===== src/common/spisg_pkg.sv =====
// package: constants for the spi select and transfer gating block
package spisg_pkg;
    // apb register byte offsets
    localparam logic [7:0] CTRL_OFF   = 8'h00;
    localparam logic [7:0] CONF_OFF   = 8'h04;
    localparam logic [7:0] STAT_OFF   = 8'h08;
    localparam logic [7:0] COUNT_OFF  = 8'h0c;
    localparam logic [7:0] TXDAT_OFF  = 8'h10;
    localparam logic [7:0] RXDAT_OFF  = 8'h14;
    // ctrl bit positions
    localparam int CTRL_EN     = 0;
    localparam int CTRL_MST    = 1;
    localparam int CTRL_TXR    = 2;
    localparam int CTRL_RXR    = 3;
    localparam int CTRL_BURST_COUNT_MODE  = 4;
    localparam int CTRL_SSP    = 5;
    localparam int CTRL_SELECT_FORCE_ACTIVE   = 6;
    localparam int CTRL_CKP    = 7;
    localparam int CTRL_CKE    = 8;
    localparam int CTRL_PIN_DIRECTION_BIT   = 9;
    localparam int CTRL_LAT    = 10;
    localparam int CTRL_ECHO   = 11;
    // ctrl reset value: select active low by default
    localparam logic [11:0] CTRL_RST = 12'h020;
    // conf bit positions: last word width in bits 2:0
    localparam logic [2:0] WIDTH_RST = 3'h0;
    // stat bit positions
    localparam int STAT_BUSY   = 0;
    localparam int STAT_FAULT  = 1;
    localparam int STAT_TXFULL = 2;
    localparam int STAT_RXHAS  = 3;
    localparam int STAT_CZERO  = 4;
    localparam logic [15:0] COUNT_RST = 16'h0000;
    // master clock divider: half period in pclk cycles
    localparam int SCK_HALF = 4;
    typedef enum logic [1:0] {SPISG_IDLE, SPISG_LEAD, SPISG_TRAIL}
        spisg_state_t;
endpackage


===== src/verilog/spisg_top.sv =====
// spi select handling and transfer gating, master and slave
`timescale 1ns/1ns
`default_nettype none
module spisg_top
    import spisg_pkg::*;
(
    // apb
    input  wire logic        pclk,
    input  wire logic        presetn,
    input  wire logic        psel,
    input  wire logic        penable,
    input  wire logic        pwrite,
    input  wire logic [7:0]  paddr,
    input  wire logic [31:0] pwdata,
    output var  logic [31:0] prdata,
    output var  logic        pready,
    output var  logic        pslverr,
    // serial pins
    input  wire logic        sck_in,
    input  wire logic        ss_in,
    input  wire logic        sdi,
    output var  logic        sck_out,
    output var  logic        sck_oe,
    output var  logic        sdo,
    output var  logic        sdo_oe
);
    logic [11:0]  ctrl_reg;
    logic [2:0]   width_reg;
    logic [15:0]  count_reg;
    logic [7:0]   tx_reg;
    logic         tx_full_reg;
    logic [7:0]   rx_reg;
    logic         rx_has_reg;
    logic         fault_reg;
    logic [7:0]   shift_reg;
    logic [2:0]   bit_reg;
    logic [7:0]   last_rx_reg;
    logic         busy_reg;
    logic [3:0]   div_reg;
    logic         sck_s_reg;
    spisg_state_t state_reg;
    logic [2:0]   pins_s;
    logic         en, mst, burst_count_mode, cke, clock_idle_polarity;

    assign en    = ctrl_reg[CTRL_EN];
    assign mst   = ctrl_reg[CTRL_MST];
    assign burst_count_mode = ctrl_reg[CTRL_BURST_COUNT_MODE];
    assign cke   = ctrl_reg[CTRL_CKE];
    assign clock_idle_polarity   = ctrl_reg[CTRL_CKP];

    spisg_sync #(.W(3)) u_sync (
        .pclk    (pclk),
        .presetn (presetn),
        .d_in    ({sdi, ss_in, sck_in}),
        .q_out   (pins_s)
    );

    // effective select: polarity then force
    logic sel_act;
    assign sel_act = ctrl_reg[CTRL_SELECT_FORCE_ACTIVE] |
                     (pins_s[1] ^ ctrl_reg[CTRL_SSP]);

    // slave clock edges after polarity; ignored while deselected
    logic sck_lvl, sck_rise, sck_fall, slv_on;
    assign sck_lvl  = pins_s[0] ^ clock_idle_polarity;
    assign slv_on   = en & ~mst & sel_act;
    assign sck_rise = slv_on & sck_lvl & ~sck_s_reg;
    assign sck_fall = slv_on & ~sck_lvl & sck_s_reg;

    logic sel_prev_reg;
    logic sel_drop;
    assign sel_drop = sel_prev_reg & ~sel_act & en & ~mst;

    // sample edge: leading (rising) edge whatever cke, shift out on falling edge
    logic smp_edge, out_edge;
    assign smp_edge = cke ? sck_rise : sck_rise;
    assign out_edge = sck_fall;

    // master gating
    logic transmit_path_enable, receive_store_enable, cnt_nz, go;
    assign transmit_path_enable    = ctrl_reg[CTRL_TXR];
    assign receive_store_enable    = ctrl_reg[CTRL_RXR];
    assign cnt_nz = count_reg != 16'h0000;
    always_comb begin
        case ({transmit_path_enable, receive_store_enable})
            2'b11: go = ~rx_has_reg & tx_full_reg &
                        (burst_count_mode | cnt_nz);
            2'b01: go = ~rx_has_reg & cnt_nz;
            2'b10: go = tx_full_reg & (burst_count_mode | cnt_nz);
            default: go = 1'b0;
        endcase
    end

    // index of the last bit in the final word when count reaches last
    function automatic logic [2:0] last_bit(input logic [2:0] w);
        last_bit = (w == 3'h0) ? 3'h7 : w - 3'h1;
    endfunction

    logic tick;
    assign tick = div_reg == 4'(SCK_HALF - 1);

    always_ff @(posedge pclk or negedge presetn) begin
        if (!presetn)
            div_reg <= '0;
        else if (state_reg == SPISG_IDLE || tick)
            div_reg <= '0;
        else
            div_reg <= div_reg + 4'h1;
    end

    always_ff @(posedge pclk or negedge presetn) begin
        if (!presetn) begin
            sck_s_reg    <= 1'b0;
            sel_prev_reg <= 1'b0;
        end else begin
            sck_s_reg    <= sck_lvl;
            sel_prev_reg <= sel_act & en & ~mst;
        end
    end

    // word completion strobe for both modes
    logic word_done;
    logic word_shift;
    assign word_shift = mst ? (state_reg == SPISG_TRAIL && tick)
                            : smp_edge;
    // a short final word ends early in slave mode with burst mode 0
    logic       last_word;
    logic [2:0] end_bit;
    assign last_word  = count_reg == 16'h0001;
    assign end_bit    = (!mst && !burst_count_mode && last_word) ?
                        last_bit(width_reg) : 3'h7;
    assign word_done  = word_shift && bit_reg == end_bit;

    // shifter, master fsm and busy
    always_ff @(posedge pclk or negedge presetn) begin
        if (!presetn) begin
            state_reg <= SPISG_IDLE;
            shift_reg <= '0;
            bit_reg   <= '0;
            busy_reg  <= 1'b0;
            sck_out   <= 1'b0;
        end else if (!en) begin
            state_reg <= SPISG_IDLE;
            bit_reg   <= '0;
            busy_reg  <= 1'b0;
            sck_out   <= clock_idle_polarity;
        end else if (mst) begin
            case (state_reg)
                SPISG_IDLE: begin
                    sck_out <= clock_idle_polarity;
                    bit_reg <= '0;
                    busy_reg <= go;
                    if (go) begin
                        state_reg <= SPISG_LEAD;
                        shift_reg <= (transmit_path_enable | ~ctrl_reg[CTRL_ECHO]) ?
                                     tx_reg : last_rx_reg;
                    end
                end
                SPISG_LEAD: if (tick) begin
                    sck_out   <= ~clock_idle_polarity;
                    state_reg <= SPISG_TRAIL;
                    shift_reg <= {shift_reg[6:0], pins_s[2]};
                end
                SPISG_TRAIL: if (tick) begin
                    sck_out <= clock_idle_polarity;
                    bit_reg <= bit_reg + 3'h1;
                    state_reg <= (bit_reg == 3'h7) ? SPISG_IDLE
                                                   : SPISG_LEAD;
                end
                default: state_reg <= SPISG_IDLE;
            endcase
        end else begin
            state_reg <= SPISG_IDLE;
            sck_out   <= pins_s[0];
            busy_reg  <= sel_act & (bit_reg != 3'h0);
            if (!sel_act) begin
                bit_reg <= '0;
                // preload while idle so the first bit is out before sck
                if (tx_full_reg)
                    shift_reg <= tx_reg;
            end else if (smp_edge) begin
                shift_reg <= {shift_reg[6:0], pins_s[2]};
                bit_reg   <= word_done ? 3'h0 : bit_reg + 3'h1;
            end
        end
    end

    // serial output pin
    always_ff @(posedge pclk or negedge presetn) begin
        if (!presetn) begin
            sdo    <= 1'b0;
            sdo_oe <= 1'b0;
            sck_oe <= 1'b0;
        end else begin
            sck_oe <= en;
            if (en && mst) begin
                sdo_oe <= 1'b1;
                sdo    <= shift_reg[7];
            end else if (en && sel_act) begin
                sdo_oe <= 1'b1;
                if (out_edge || bit_reg == 3'h0)
                    sdo <= shift_reg[7];
            end else begin
                sdo_oe <= ~ctrl_reg[CTRL_PIN_DIRECTION_BIT];
                sdo    <= ctrl_reg[CTRL_LAT];
            end
        end
    end

    // fault detection; no interrupt output exists
    // with burst mode 0 a short last word clears the bit count at its final bit, so any
    // nonzero count at select loss is a cut word
    always_ff @(posedge pclk or negedge presetn) begin
        if (!presetn)
            fault_reg <= 1'b0;
        else if (sel_drop && !ctrl_reg[CTRL_SELECT_FORCE_ACTIVE] &&
                 bit_reg != 3'h0)
            fault_reg <= 1'b1;
        else if (psel && penable && pwrite && paddr == STAT_OFF &&
                 pwdata[STAT_FAULT])
            fault_reg <= 1'b0;
    end

    // apb access strobes
    logic wr, rd;
    assign wr = psel & penable & pwrite & pready;
    assign rd = psel & penable & ~pwrite & pready;

    // registers, counter and one-word fifos
    always_ff @(posedge pclk or negedge presetn) begin
        if (!presetn) begin
            ctrl_reg    <= CTRL_RST;
            width_reg   <= WIDTH_RST;
            count_reg   <= COUNT_RST;
            tx_reg      <= '0;
            tx_full_reg <= 1'b0;
            rx_reg      <= '0;
            rx_has_reg  <= 1'b0;
            last_rx_reg <= '0;
        end else begin
            if (wr && paddr == CTRL_OFF)
                ctrl_reg <= pwdata[11:0];
            if (wr && paddr == CONF_OFF)
                width_reg <= pwdata[2:0];
            if (word_done && count_reg != 16'h0000)
                count_reg <= count_reg - 16'h0001;
            else if (wr && paddr == COUNT_OFF)
                count_reg <= pwdata[15:0];
            if (word_done && (transmit_path_enable || !mst))
                tx_full_reg <= 1'b0;
            else if (wr && paddr == TXDAT_OFF) begin
                tx_reg      <= pwdata[7:0];
                tx_full_reg <= 1'b1;
            end
            if (word_done) begin
                last_rx_reg <= {shift_reg[6:0], pins_s[2]};
                if (receive_store_enable || !mst) begin
                    rx_reg     <= {shift_reg[6:0], pins_s[2]};
                    rx_has_reg <= 1'b1;
                end
            end else if (rd && paddr == RXDAT_OFF)
                rx_has_reg <= 1'b0;
            if (!en) begin
                tx_full_reg <= 1'b0;
                rx_has_reg  <= 1'b0;
            end
        end
    end

    // apb read and answer, no wait states
    always_ff @(posedge pclk or negedge presetn) begin
        if (!presetn) begin
            pready  <= 1'b0;
            pslverr <= 1'b0;
            prdata  <= '0;
        end else begin
            pready  <= psel & ~penable;
            pslverr <= psel & ~penable & (paddr > RXDAT_OFF |
                       paddr[1:0] != 2'b00);
            prdata  <= '0;
            if (psel && !penable && !pwrite) begin
                case (paddr)
                    CTRL_OFF:  prdata <= {20'h0, ctrl_reg};
                    CONF_OFF:  prdata <= {29'h0, width_reg};
                    STAT_OFF:  prdata <= {27'h0, count_reg == 16'h0,
                                          rx_has_reg, tx_full_reg,
                                          fault_reg, busy_reg};
                    COUNT_OFF: prdata <= {16'h0, count_reg};
                    RXDAT_OFF: prdata <= {24'h0, rx_reg};
                    default:   prdata <= '0;
                endcase
            end
        end
    end
endmodule
`default_nettype wire


===== src/verilog/spisg_sync.sv =====
// two flop synchroniser for a bundle of pin inputs
`timescale 1ns/1ns
`default_nettype none
module spisg_sync #(
    parameter int W = 3
) (
    // clock and reset
    input  wire logic         pclk,
    input  wire logic         presetn,
    // asynchronous in, synchronous out
    input  wire logic [W-1:0] d_in,
    output var  logic [W-1:0] q_out
);
    logic [W-1:0] meta_reg;

    always_ff @(posedge pclk or negedge presetn) begin
        if (!presetn) begin
            meta_reg <= '0;
            q_out    <= '0;
        end else begin
            meta_reg <= d_in;
            q_out    <= meta_reg;
        end
    end
endmodule
`default_nettype wire


===== config.mk =====
export PLATFORM = sky130hd
export DESIGN_NAME = spisg_top
export DESIGN_NICKNAME = d
export VERILOG_FILES = /design/src/common/spisg_pkg.sv /design/src/verilog/spisg_top.sv /design/src/verilog/spisg_sync.sv
export SDC_FILE = /design/constraint.sdc
export NUM_CORES = 1
export LEC_CHECK = 0
export BUFFER_PORTS_ARGS = -buffer_cell sky130_fd_sc_hd__buf_2
export CELL_PAD_IN_SITES_DETAIL_PLACEMENT = 1
export CELL_PAD_IN_SITES_GLOBAL_PLACEMENT = 2
export CORE_ASPECT_RATIO = 2
export CORE_MARGIN = 3
export CORE_UTILIZATION = 38
export CTS_BUF_LIST = sky130_fd_sc_hd__clkbuf_8
export DETAILED_ROUTE_END_ITERATION = 8
export PLACE_DENSITY = 0.95
export SLEW_MARGIN = 30
export SYNTH_ARGS = -nofsm -noshare
export SYNTH_HDL_FRONTEND = slang
export SYNTH_SLANG_ARGS = --single-unit

===== constraint.sdc =====
create_clock -name pclk -period 3.9 [get_ports pclk]
set_clock_uncertainty 0.05 [all_clocks]
set_input_delay 0.585 -clock pclk [delete_from_list [all_inputs] [get_ports pclk]]
set_output_delay 0.585 -clock pclk [all_outputs]
set_load 0.05 [all_outputs]

# [After elaboration in Yosys (flattened, before gate mapping)]
# Cells that the tools add are included.
# W data, S select, Z words.
[totals] regBits=122 elab_cells=200
[op_classes] n_addsub=4 order_cmp=1 eq_ne=29 muxes=53 bitwise_logic=40 n_reduce_logical=48
[ops] cell="$pmux W16 S5" n=1
[ops] cell="$mux W8" n=7
[ops] cell="$mux W16" n=3
[ops] cell="$mux W3" n=8
[ops] cell="$and A1 B1 Y1" n=23
[ops] cell="$mux W1" n=23
[ops] cell="$logic_and A1 B1 Y1" n=21
[ops] cell="$eq A16 B1 Y1 const B" n=1
[ops] cell="$eq A8 B4 Y1 const B" n=2
[ops] cell="$eq A8 B5 Y1 const B" n=2
[ops] cell="$logic_not A16 Y1" n=1
[ops] cell="$pmux W8 S2" n=1
[ops] cell="$reduce_bool A16 Y1" n=1
[ops] cell="$sub A16 B1 Y16 const B" n=1
[ops] cell="$ne A3 B2 Y1 const B" n=4
[ops] cell="$ne A4 B4 Y1 const B" n=3
[ops] cell="$not A1 Y1" n=11
[ops] cell="$mux W2" n=5
[ops] cell="$ne A3 B1 Y1 const B" n=3
[ops] cell="$reduce_and A3 Y1" n=3
[ops] cell="$eq A8 B3 Y1 const B" n=1
[ops] cell="$gt A8 B5 Y1 const B" n=1
[ops] cell="$logic_not A8 Y1" n=1
[ops] cell="$eq A2 B2 Y1 const B" n=3
[ops] cell="other kinds (25)" n=45

# [Logic depth before layout (Yosys ltp)]
# Gate-level depths: netlist of run 1.
[logic_depth] ltp_word=12 ltp_mapped=10 depth_no_buf=8

# [Modules after synthesis]
# Synthesis of run 1 repeated with hierarchy kept, for this count alone.
[unflattened] hier_cells=548 area_unflattened_um2=5570.3
[by_module_without_submodules] mod="spisg_top" n_inst=1 cells_per_inst=542 area_per_inst_um2=5420.2 seq_area_each_um2=2503.7
[by_module_without_submodules] mod="spisg_sync" n_inst=1 cells_per_inst=6 area_per_inst_um2=150.1 seq_area_each_um2=150.1

# [Worst setup path before layout of run 1]
# No wires, ideal clock.
[synth_path] kind="input -> register" from="in paddr[1]" to="reg ctrl_reg[10]" setup_time_ps=125 arrival_time_ps=2593 required_time_ps=3725 slack_ps=1132 stages=6 path_buffers=1 path_cell_list="or4_1 > or2_2 > nor4_2 > nand2_1 > buf_2 > mux2_2"
[synth_via] elab_chain_len=2
[synth_rtl] item="start: declaration" line="spisg_top.sv:13" rtl="input wire logic [7:0] paddr,"
[synth_rtl] item="$logic_not A8 Y1" line="spisg_top.sv:241" rtl="if (wr && paddr == CTRL_OFF)"
[synth_rtl] item="$logic_and A1 B1 Y1" line="spisg_top.sv:241"
[synth_rtl] item="end signal: assignment" line="spisg_top.sv:242" rtl="ctrl_reg <= pwdata[11:0];"
[synth_rtl] item="end: declaration" line="spisg_top.sv:27" rtl="logic [11:0] ctrl_reg;"
# Every way passes these cells.
# A chain may end at the register's enable or synchronous reset.

# [Worst setup path after layout of run 1]
[layout_path] from="reg count_reg[2]" to="reg count_reg[13]"
[layout_via] elab_chain_len=7 word_cells_on_any_way=10 cone_classes="1 x add/sub; 2 x eq/ne; 2 x mux; 5 x reduce/logical"
[layout_rtl] item="start: declaration" line="spisg_top.sv:29" rtl="logic [15:0] count_reg;"
[layout_rtl] item="start signal: assignment" line="spisg_top.sv:246" rtl="count_reg <= count_reg - 16'h0001;"
[layout_rtl] item="start signal: assignment" line="spisg_top.sv:248" rtl="count_reg <= pwdata[15:0];"
[layout_rtl] item="$eq A16 B1 Y1" line="spisg_top.sv:129" rtl="assign last_word = count_reg == 16'h0001;"
[layout_rtl] item="$logic_and A1 B1 Y1" line="spisg_top.sv:130" rtl="assign end_bit = (!mst && !burst_count_mode && last_word) ?"
[layout_rtl] item="$mux W3" line="spisg_top.sv:130"
[layout_rtl] item="$eq A3 B3 Y1" line="spisg_top.sv:132" rtl="assign word_done = word_shift && bit_reg == end_bit;"
[layout_rtl] item="$logic_and A1 B1 Y1" line="spisg_top.sv:132"
[layout_rtl] item="$logic_and A1 B1 Y1" line="spisg_top.sv:245" rtl="if (word_done && count_reg != 16'h0000)"
[layout_rtl] item="$mux W16 / $reduce_bool A2 Y1 (equally long branches)"
# Several ways; a longest one is shown, not always the timed one.

==> results of run 1 <==
[metal layers]
| layer | vias up | part of all wire [%] | GRT usage, % |
|---|---|---|---|
| li1 | 2109 | - | - |
| met5 | - | 0 | 0 |
| met1 | 2310 | 37 | 22.6 |
| met3 | 52 | 3.8 | 2.68 |
| met2 | 132 | 52 | 35.4 |
| met4 | 0 | 6.7 | 13.1 |
[power breakdown]
part / switching, mW / leakage [nW] / internal (mW)
logic: 0.0946 / 1.41 / 0.0264
clock network: 0.405 / 0.0844 / 0.242
registers: 0.00626 / 1.40 / 1.11
total: 0.506 / 2.89 / 1.37
[through the flow]
step,std cells,setup WS [ps],instance area (µm²),total power [mW]
after global routing,814,580,6380,1.95
after CTS,814,743,6380,1.91
after detailed placement,798,593,6200,1.26
after floorplan,581,1130,5790,1.21
final,814,752,6380,1.88
after global placement,798,658,6190,1.25
[cell type report]
class / count / area (µm²)
Fill cell: 1713 / 8200
Multi-Input combinational cell: 415 / 2840
Sequential cell: 106 / 2650
Timing Repair Buffer: 71 / 415
Tap cell: 192 / 240
Clock buffer: 9 / 124
Clock inverter: 7 / 60.1
Inverter: 14 / 52.6
[cell usage after synthesis, drive strengths merged (2+ instances only)]
library cell | count | area (µm²)
a22oi | 15 | 113
nor2b | 6 | 37.5
o21ai | 37 | 200
clkbuf | 20 | 75.1
nand2 | 84 | 315
or3 | 4 | 25.0
ha | 8 | 100
o41ai | 2 | 17.5
or2 | 3 | 18.8
nor3 | 17 | 96.4
nand3 | 7 | 35.0
o21a | 3 | 22.5
o211ai | 11 | 87.6
buf | 26 | 174
o31a | 4 | 35.0
nand2b | 2 | 12.5
a222oi | 5 | 50.1
and2 | 5 | 31.3
nor3b | 3 | 22.5
o31ai | 4 | 43.8
a22o | 8 | 70.1
o211a | 2 | 20.0
inv | 14 | 52.6
mux2 | 49 | 552
a211oi | 2 | 15.0
a21oi | 13 | 65.1
nand3b | 3 | 22.5
o22ai | 3 | 25.0
a211o | 4 | 35.0
or4 | 2 | 18.8
mux2i | 22 | 220
and3 | 6 | 37.5
nand4 | 2 | 12.5
nor4 | 10 | 103
dfrtp | 105 | 2630
nor2 | 37 | 146
xor2 | 2 | 17.5
[worst max-delay path by stage]
| stage | startpoint | to | slack (ps) | depth (start not counted) |
|---|---|---|---|---|
| 6_report | count_reg[2]$_DFFE_PN0P_ | count_reg[13]$_DFFE_PN0P_ | 750 | 7 |
| 4_1_cts | count_reg[2]$_DFFE_PN0P_ | count_reg[13]$_DFFE_PN0P_ | 740 | 7 |
| 5_1_grt | count_reg[2]$_DFFE_PN0P_ | count_reg[13]$_DFFE_PN0P_ | 580 | 6 |
| 3_5_place_dp | paddr[1] | count_reg[12]$_DFFE_PN0P_ | 590 | 6 |
| 2_1_floorplan | paddr[1] | ctrl_reg[10]$_DFFE_PN0P_ | 1130 | 6 |
| 3_3_place_gp | paddr[1] | count_reg[12]$_DFFE_PN0P_ | 660 | 6 |
[cell families after synthesis]
| logic type | after synthesis | synth area share, % |
|---|---|---|
| simple gates | 196 | 17.4 |
| compound gates | 121 | 15.3 |
| flops | 106 | 46.3 |
| mux | 71 | 13.5 |
| buf+inv | 60 | 5.26 |
| fa+ha+maj | 8 | 1.75 |
| xor+xnor | 3 | 0.459 |
| other cells | 1 | 0.0654 |
==> run_results.csv, run 1 <==
group,metric,value,unit
outcome,outcome,"finished, final reports clean",
setup_path,crit_top_cell,"nor4_1",
setup_path,timing.rr.start,"count_reg[2]$_DFFE_PN0P_",
placement,io_buffers,53,
clock_tree,clkTransAtPathRegs,110,ps
setup_path,crit_chain,"nor4_1, nand4bb_4, o31a_1, o22ai_2, buf_4, nor4_1, or3_1",
sta,setup-tns-final,0,ps
setup_path,timing.critical_path.fanout_max,9,
global_routing,antenna_found_initial,0,
synth,synth.avg_cell_area,10.1,µm²
power_and_ir_drop,power.leakage,2.89,nW
sta,setup_viol,0,
die,die_w,92.8,µm
cells_and_area,diodes,0,
detailed_routing,first_iter_violations,171,
detailed_routing,ant_nets,0,
sta,relSlewSlack,48.4,%
cells_and_area,fin_nets,673,
global_routing,grt_max_degree,58,
cells_and_area,drive_above_1_share,25.2,%
sta,rsz0062_at_grt,"false",
sta,period_needed,3150,ps
setup_path,path_class,"flip-flop to flip-flop",
sta,whs,178,ps
synth,synth_area,5730,µm²
setup_path,reg2reg_slack,750,ps
clock_tree,cts_resized,0,
clock_tree,post_cts_buffers,0,
die,io_pins,86,
clock_tree,root_buffer,"clkbuf_8",
placement,globalplace.congestion,0.813,
sta,hold_violations,0,
clock_tree,cts_tree,"yes",
synth,yosysWarnings,0,
synth,ys_seq_area_share,46.3,%
cells_and_area,final_cell_mix,"dfrtp_1, nand2_1, buf_2, mux2_2, nor2_1",
sta,finalMaxSlewViolations,0,
setup_path,critPathSlowestCell,"nor4_1",
power_and_ir_drop,p_per_area,295,nW/µm²
global_routing,grt_usage,20.3,%
die,start_util,39.3,%
die,die_area,16700,µm²
synth,ys_types,67,
detailed_routing,vias,4603,
sta,worst_pin_slew,768,ps
setup_path,r2r_cells,7,
clock_tree,h-tree-depth,3,
sta,fmax,318,MHz
setup_path,slowest_delay,660,ps
synth,synthArstFlopShare,100,%
die,core-area,14600,µm²
detailed_routing,wl_per_cell,20.0,µm
clock_tree,clk_path_buf_depth,2,
clock_tree,insertion_delay,380,ps
detailed_routing,routed_wl,16300,µm
flow_run,cap_violations,0,
detailed_routing,viasPerCell,5.65,
worst_hold_path,hold_class,"input pin to async pin",
sta,min_period_over_period,80.7,%
setup_path,r2r_end,"count_reg[13]$_DFFE_PN0P_",
global_routing,grt_pass1_vias,4950,
detailed_routing,drtPass1Iterations,4,
global_routing,grt_pass1_wl,26400,µm
synth,syn_inst,566,
synth,synth_top_flop_cell,"dfrtp_1",
synth,ys_ff_latch,106,
setup_path,worstSetupStartpointType,"flip-flop",
global_routing,grt_overflow,0,
cells_and_area,layout_commonest_cell,"dfrtp_1",
cells_and_area,utilization,43.8,%
cells_and_area,syn2layout_area_growth,11.4,%
clock_tree,cts_buffers,9,
setup_path,critPathBufInv,1,
die,fp-row-count,62,
setup_path,cp.required,4110,ps
clock_tree,cts.hold.buffers_added,0,
detailed_routing,drc_errors,0,
power_and_ir_drop,ir_drop,0.134,mV
setup_path,end_kind,"flip-flop",
placement,dpl.hpwl,12300,µm
clock_tree,clkSinkCount,106,
die,die_y,180,µm
setup_path,arrival,3360,ps
synth,synth_edf_count,0,
setup_path,path_delay_family,"simple AND/OR/NAND/NOR gates",
(Power assumes the default switching activity.)
==> inputs of run 2 (changes only) <==
--- a/config.mk
+++ b/config.mk
@@ -10,10 +10,10 @@
 export CELL_PAD_IN_SITES_GLOBAL_PLACEMENT = 2
 export CORE_ASPECT_RATIO = 2
 export CORE_MARGIN = 3
-export CORE_UTILIZATION = 38
+export CORE_UTILIZATION = 34
 export CTS_BUF_LIST = sky130_fd_sc_hd__clkbuf_8
 export DETAILED_ROUTE_END_ITERATION = 8
-export PLACE_DENSITY = 0.95
+export PLACE_DENSITY = 0.9
 export SLEW_MARGIN = 30
 export SYNTH_ARGS = -nofsm -noshare
 export SYNTH_HDL_FRONTEND = slang
==> constraint.sdc (replaced) <==
create_clock -name pclk -period 2.7 [get_ports pclk]
set_clock_uncertainty 0.05 [all_clocks]
set_input_delay 0.405 -clock pclk [delete_from_list [all_inputs] [get_ports pclk]]
set_output_delay 0.405 -clock pclk [all_outputs]
set_load 0.05 [all_outputs]
==> run_results.csv, run 2 (synthesis results as in run 1) <==
group,metric,value,unit
cells_and_area,final_area,7350,µm²
cells_and_area,diodes,0,
sta,period_needed,2860,ps
sta,setup_ws,-156,ps
clock_tree,cts_tree,"yes",
setup_path,arrival,3080,ps
placement,globalplace.congestion,0.873,
detailed_routing,first_iter_violations,221,
worst_hold_path,hold_class,"input pin to flip-flop",
outcome,violations,"negative setup slack",
setup_path,worstSetupStartpointType,"flip-flop",
detailed_routing,viasPerCell,5.65,
setup_path,slowest_delay,580,ps
placement,placed_cells,870,
cells_and_area,utilization,44.7,%
cells_and_area,drive_above_1_share,36.1,%
global_routing,grt_usage,21.3,%
sta,fmax,350,MHz
sta,setup-tns-final,-4240,ps
detailed_routing,routed_wl,19600,µm
detailed_routing,drtPass1Iterations,5,
power_and_ir_drop,power.leakage,3.36,nW
sta,setup_viol,40,
setup_path,cp.required,2930,ps
global_routing,grt_overflow,0,
clock_tree,root_buffer,"clkbuf_8",
global_routing,grt_max_degree,66,
die,die_area,18500,µm²
die,die_w,97.8,µm
setup_path,critPathSlowestCell,"or4_4",
clock_tree,clk_path_buf_depth,2,
power_and_ir_drop,ir_drop,0.220,mV
setup_path,path_class,"flip-flop to flip-flop",
die,die_y,190,µm
setup_path,crit_top_cell,"buf_6",
clock_tree,cts_buffers,9,
cells_and_area,instances_no_fill,905,
cells_and_area,fin_nets,752,
placement,place_ws,-305,ps
cells_and_area,syn2layout_area_growth,28.3,%
outcome,outcome,"finished with violations",
clock_tree,clkTransAtPathRegs,110,ps
sta,worst_pin_slew,629,ps
cells_and_area,filler_cell_count,1851,
die,start_util,34.9,%
placement,dpl.hpwl,14400,µm
cells_and_area,regArea,2650,µm²
detailed_routing,vias,5110,
detailed_routing,drc_errors,0,
clock_tree,h-tree-depth,3,
global_routing,antenna_found_initial,0,
setup_path,crit_chain,"or4_4, nand4bb_4, buf_6, nor4_4, buf_4, buf_4, buf_6, o211ai_4, buf_6, o211ai_1, o211ai_1",
sta,hold_violations,0,
cells_and_area,final_cell_mix,"dfrtp_1, nand2_1, buf_4, buf_2, nor2_1",
setup_path,end_kind,"flip-flop",
setup_path,timing.critical_path.fanout_max,6,
die,io_pins,86,
power_and_ir_drop,total_power,2.76,mW
placement,dpl_cell_area,6720,µm²
cells_and_area,multiInputGateArea,3060,µm²
die,fp-row-count,66,
sta,rsz0062_at_grt,"true",
clock_tree,insertion_delay,390,ps
power_and_ir_drop,p_per_area,375,nW/µm²
sta,min_period_over_period,106,%
clock_tree,clkSinkCount,106,
sta,finalMaxSlewViolations,0,
detailed_routing,wl_per_cell,21.7,µm
sta,whs,66.5,ps
global_routing,grt_pass1_wl,31000,µm
placement,io_buffers,53,
detailed_routing,ant_nets,0,
die,core-area,16400,µm²
global_routing,grt_pass1_vias,5764,
sta,relSlewSlack,57.7,%
cells_and_area,layout_commonest_cell,"dfrtp_1",
flow_run,cap_violations,0,
-- run 2: area by class of cell --
class	count	area share (%)
Clock buffer	10	1.87
Tap cell	204	3.47
Multi-Input combinational cell	416	41.6
Inverter	14	0.715
Clock inverter	6	0.664
Sequential cell	106	36.1
Timing Repair Buffer	149	15.5
-- run 2: what timing repair did --
item,4_1_cts,5_1_grt
gates resized for setup,53,18
setup buffers,10,11
setup endpoints to repair,52,44
endpoints found under the hold margin,11,0
hold buffers,1,0
cloned,0,1
pin swaps,16,16
-- run 2: path summary, 6_finish.rpt --
| check | start | to | slack (ps) | cells past startpoint |
|---|---|---|---|---|
| max | count_reg[11]$_DFFE_PN0P_ | count_reg[3]$_DFFE_PN0P_ | -160 | 11 |
| min in group asynchronous | presetn | prdata[0]$_DFF_PN0_ | 350 | 2 |
| max in group asynchronous | presetn | ctrl_reg[5]$_DFFE_PN1P_ | 1590 | 3 |
| min | ss_in | u_sync.meta_reg[1]$_DFF_PN0_ | 70 | 1 |
| min reg2reg | u_sync.meta_reg[2]$_DFF_PN0_ | u_sync.q_out[2]$_DFF_PN0_ | 310 | 0 |
| max reg2reg | count_reg[11]$_DFFE_PN0P_ | count_reg[3]$_DFFE_PN0P_ | -160 | 11 |
-- run 2: power by group --
part	internal, mW	switching (mW)
sequential	1.60	0.00726
clock	0.371	0.593
combinational	0.0454	0.146
-- run 2: critical path: cells and delay by family (launching register included) --
kind	cells	cell delay, ps
AND/OR/NAND/NOR	3	1110
buffers and inverters	5	740
AO/OA/AOI/OAI	3	450
flip-flops	1	390
-- run 2: routing by layer --
layer / wire length, µm / track usage, % / vias to the layer above
met2: 10800 / 39.5 / 192
met3: 802 / 2.64 / 81
met5: 0 / 0 / -
met1: 6590 / 21.3 / 2568
met4: 1470 / 15.8 / 0
li1: - / - / 2269
==> inputs of run 3 (changes only) <==
--- a/config.mk
+++ b/config.mk
@@ -8,7 +8,7 @@
 export BUFFER_PORTS_ARGS = -buffer_cell sky130_fd_sc_hd__buf_2
 export CELL_PAD_IN_SITES_DETAIL_PLACEMENT = 1
 export CELL_PAD_IN_SITES_GLOBAL_PLACEMENT = 2
-export CORE_ASPECT_RATIO = 2
+export CORE_ASPECT_RATIO = 0.9
 export CORE_MARGIN = 3
 export CORE_UTILIZATION = 34
 export CTS_BUF_LIST = sky130_fd_sc_hd__clkbuf_8
==> run_results.csv, run 3 (synthesis results as in run 1) <==
group,metric,value,unit
outcome,outcome,"finished with violations",
outcome,violations,"negative setup slack",
sta,period_needed,2830,ps
die,start_util,35.0,%
detailed_routing,routed.top_layer,"met4",
placement,io_buffers,53,
sta,finalMaxSlewViolations,0,
setup_path,critPathSlowestCell,"or4_4",
setup_path,critPathBufInv,3,
setup_path,cp.required,2950,ps
cells_and_area,fin_nets,738,
detailed_routing,wl_per_cell,20.3,µm
worst_hold_path,hold_class,"input pin to flip-flop",
global_routing,antenna_found_initial,0,
flow_run,cap_violations,0,
sta,setup_ws,-125,ps
clock_tree,insertion_delay,400,ps
clock_tree,clkSinkCount,106,
setup_path,timing.critical_path.fanout_max,9,
sta,relSlewSlack,49.8,%
setup_path,arrival,3070,ps
cells_and_area,final_area,7190,µm²
power_and_ir_drop,p_switching,752,µW
detailed_routing,dr_wl_met2,8530,µm
die,fp-row-count,44,
power_and_ir_drop,p_seq_share,52.7,%
die,io_pins,86,
cells_and_area,instances_no_fill,894,
sta,fmax,354,MHz
detailed_routing,vias,4941,
global_routing,grt_pass1_vias,5114,
power_and_ir_drop,power.leakage,3.29,nW
cells_and_area,drive_above_1_share,33.0,%
setup_path,reg2reg_slack,-130,ps
setup_path,crit_top_cell,"buf_6",
detailed_routing,routed_wl,18100,µm
placement,globalplace.congestion,0.877,
cells_and_area,layout_commonest_cell,"dfrtp_1",
setup_path,path_delay_family,"simple AND/OR/NAND/NOR gates",
power_and_ir_drop,internal_power,2.29,mW
sta,setup-tns-final,-2700,ps
detailed_routing,drt-met1-wl,8520,µm
detailed_routing,first_iter_violations,342,
sta,min_period_over_period,105,%
placement,place_ws,-208,ps
die,die_w,143,µm
placement,placed_cells,862,
cells_and_area,syn2layout_area_growth,25.4,%
sta,hold_violations,0,
sta,setup_viol,38,
power_and_ir_drop,clock_power_share,41.3,%
setup_path,path_class,"flip-flop to flip-flop",
sta,rsz0062_at_grt,"true",
global_routing,grt_pass1_wl,27700,µm
detailed_routing,drtPass1Iterations,5,
power_and_ir_drop,p_per_area,424,nW/µm²
detailed_routing,drc_errors,0,
clock_tree,root_buffer,"clkbuf_8",
power_and_ir_drop,power_frac_comb,6.0,%
power_and_ir_drop,ir_drop,0.258,mV
cells_and_area,final_cell_mix,"dfrtp_1, nand2_1, buf_4, buf_2, nor2_1",
sta,worst_pin_slew,749,ps
die,die_area,18400,µm²
global_routing,grt_max_degree,43,
power_and_ir_drop,p_sw_share,24.7,%
cells_and_area,filler_cell_count,1849,
detailed_routing,viasPerCell,5.53,
sta,whs,52.4,ps
die,die_y,129,µm
setup_path,slowest_delay,550,ps
clock_tree,clk_path_buf_depth,2,
clock_tree,cts_buffers,9,
global_routing,grt_usage,19.2,%
setup_path,worstSetupStartpointType,"flip-flop",
clock_tree,cts_tree,"yes",
detailed_routing,routed-wl-met3,673,µm
placement,dpl_cell_area,6620,µm²
clock_tree,clkTransAtPathRegs,110,ps
clock_tree,h-tree-depth,3,
die,core-area,16400,µm²
cells_and_area,diodes,0,
placement,dpl.hpwl,13100,µm
global_routing,grt_overflow,0,
setup_path,crit_chain,"or4_4, nand4bb_4, buf_6, nor4_4, o22ai_4, buf_6, nor3_4, buf_12, mux2_2",
setup_path,end_kind,"flip-flop",
detailed_routing,ant_nets,0,
-- run 3: what timing repair did --
| action | 4_1_cts | 5_1_grt |
|---|---|---|
| hold endpoints to repair | 39 | 0 |
| gates cloned | 0 | 1 |
| pin swaps | 18 | 7 |
| setup buffers | 10 | 5 |
| resized for setup | 12 | 32 |
| hold buffers | 1 | 0 |
| endpoints found under the setup margin | 44 | 53 |
-- run 3: routing by layer --
| layer | vias up | GRT usage [%] |
|---|---|---|
| met1 | 2543 | 27.2 |
| met5 | - | 0 |
| met4 | 0 | 5.76 |
| met3 | 27 | 3.10 |
| li1 | 2244 | - |
| met2 | 127 | 30.5 |
-- run 3: path summary, 6_finish.rpt --
| path | from | end | cells past startpoint |
|---|---|---|---|
| setup / recovery | count_reg[10]$_DFFE_PN0P_ | rx_reg[7]$_DFFE_PN0P_ | 9 |
| hold / removal | sdi | u_sync.meta_reg[2]$_DFF_PN0_ | 1 |
| setup reg to reg | count_reg[10]$_DFFE_PN0P_ | rx_reg[7]$_DFFE_PN0P_ | 9 |
| hold reg to reg | u_sync.meta_reg[1]$_DFF_PN0_ | u_sync.q_out[1]$_DFF_PN0_ | 0 |
| max in group asynchronous | presetn | ctrl_reg[5]$_DFFE_PN1P_ | 3 |
| min in group asynchronous | presetn | width_reg[1]$_DFFE_PN0P_ | 2 |
-- run 3: worst reg2reg max path: cells and delay by family, from the launching register on --
family,cells,cell delay [ps]
mux,1,340
flops,1,400
compound gates,1,160
buf+inv,3,480
simple gates,4,1300
-- run 3: power groups by stage --
stage | Combinational, mW | Sequential (mW) | Clock [mW]
after floorplan | 0.103 | 1.64 | 0
after global placement | 0.175 | 1.63 | 0
after detailed placement | 0.181 | 1.64 | 0
after CTS | 0.183 | 1.60 | 1.29
after global routing | 0.198 | 1.61 | 1.34
final | 0.184 | 1.60 | 1.26
-- run 3: area by class of cell --
class | count | area [µm²] | area share [%]
clock inverter | 6 | 120 | 1.67
timing repair buffer | 136 | 1010 | 14.0
inverter | 14 | 52.6 | 0.731
multi-input combinational | 415 | 2960 | 41.1
clock buffer | 10 | 138 | 1.91
tap | 207 | 259 | 3.60
sequential | 106 | 2650 | 36.9
-- run 3: stage by stage --
step	util, %	total power [mW]
after floorplan	-	1.74
after global placement	40.5	1.81
after detailed placement	40.5	1.82
after CTS	43.0	3.08
after global routing	44.0	3.14
final	44.0	3.05
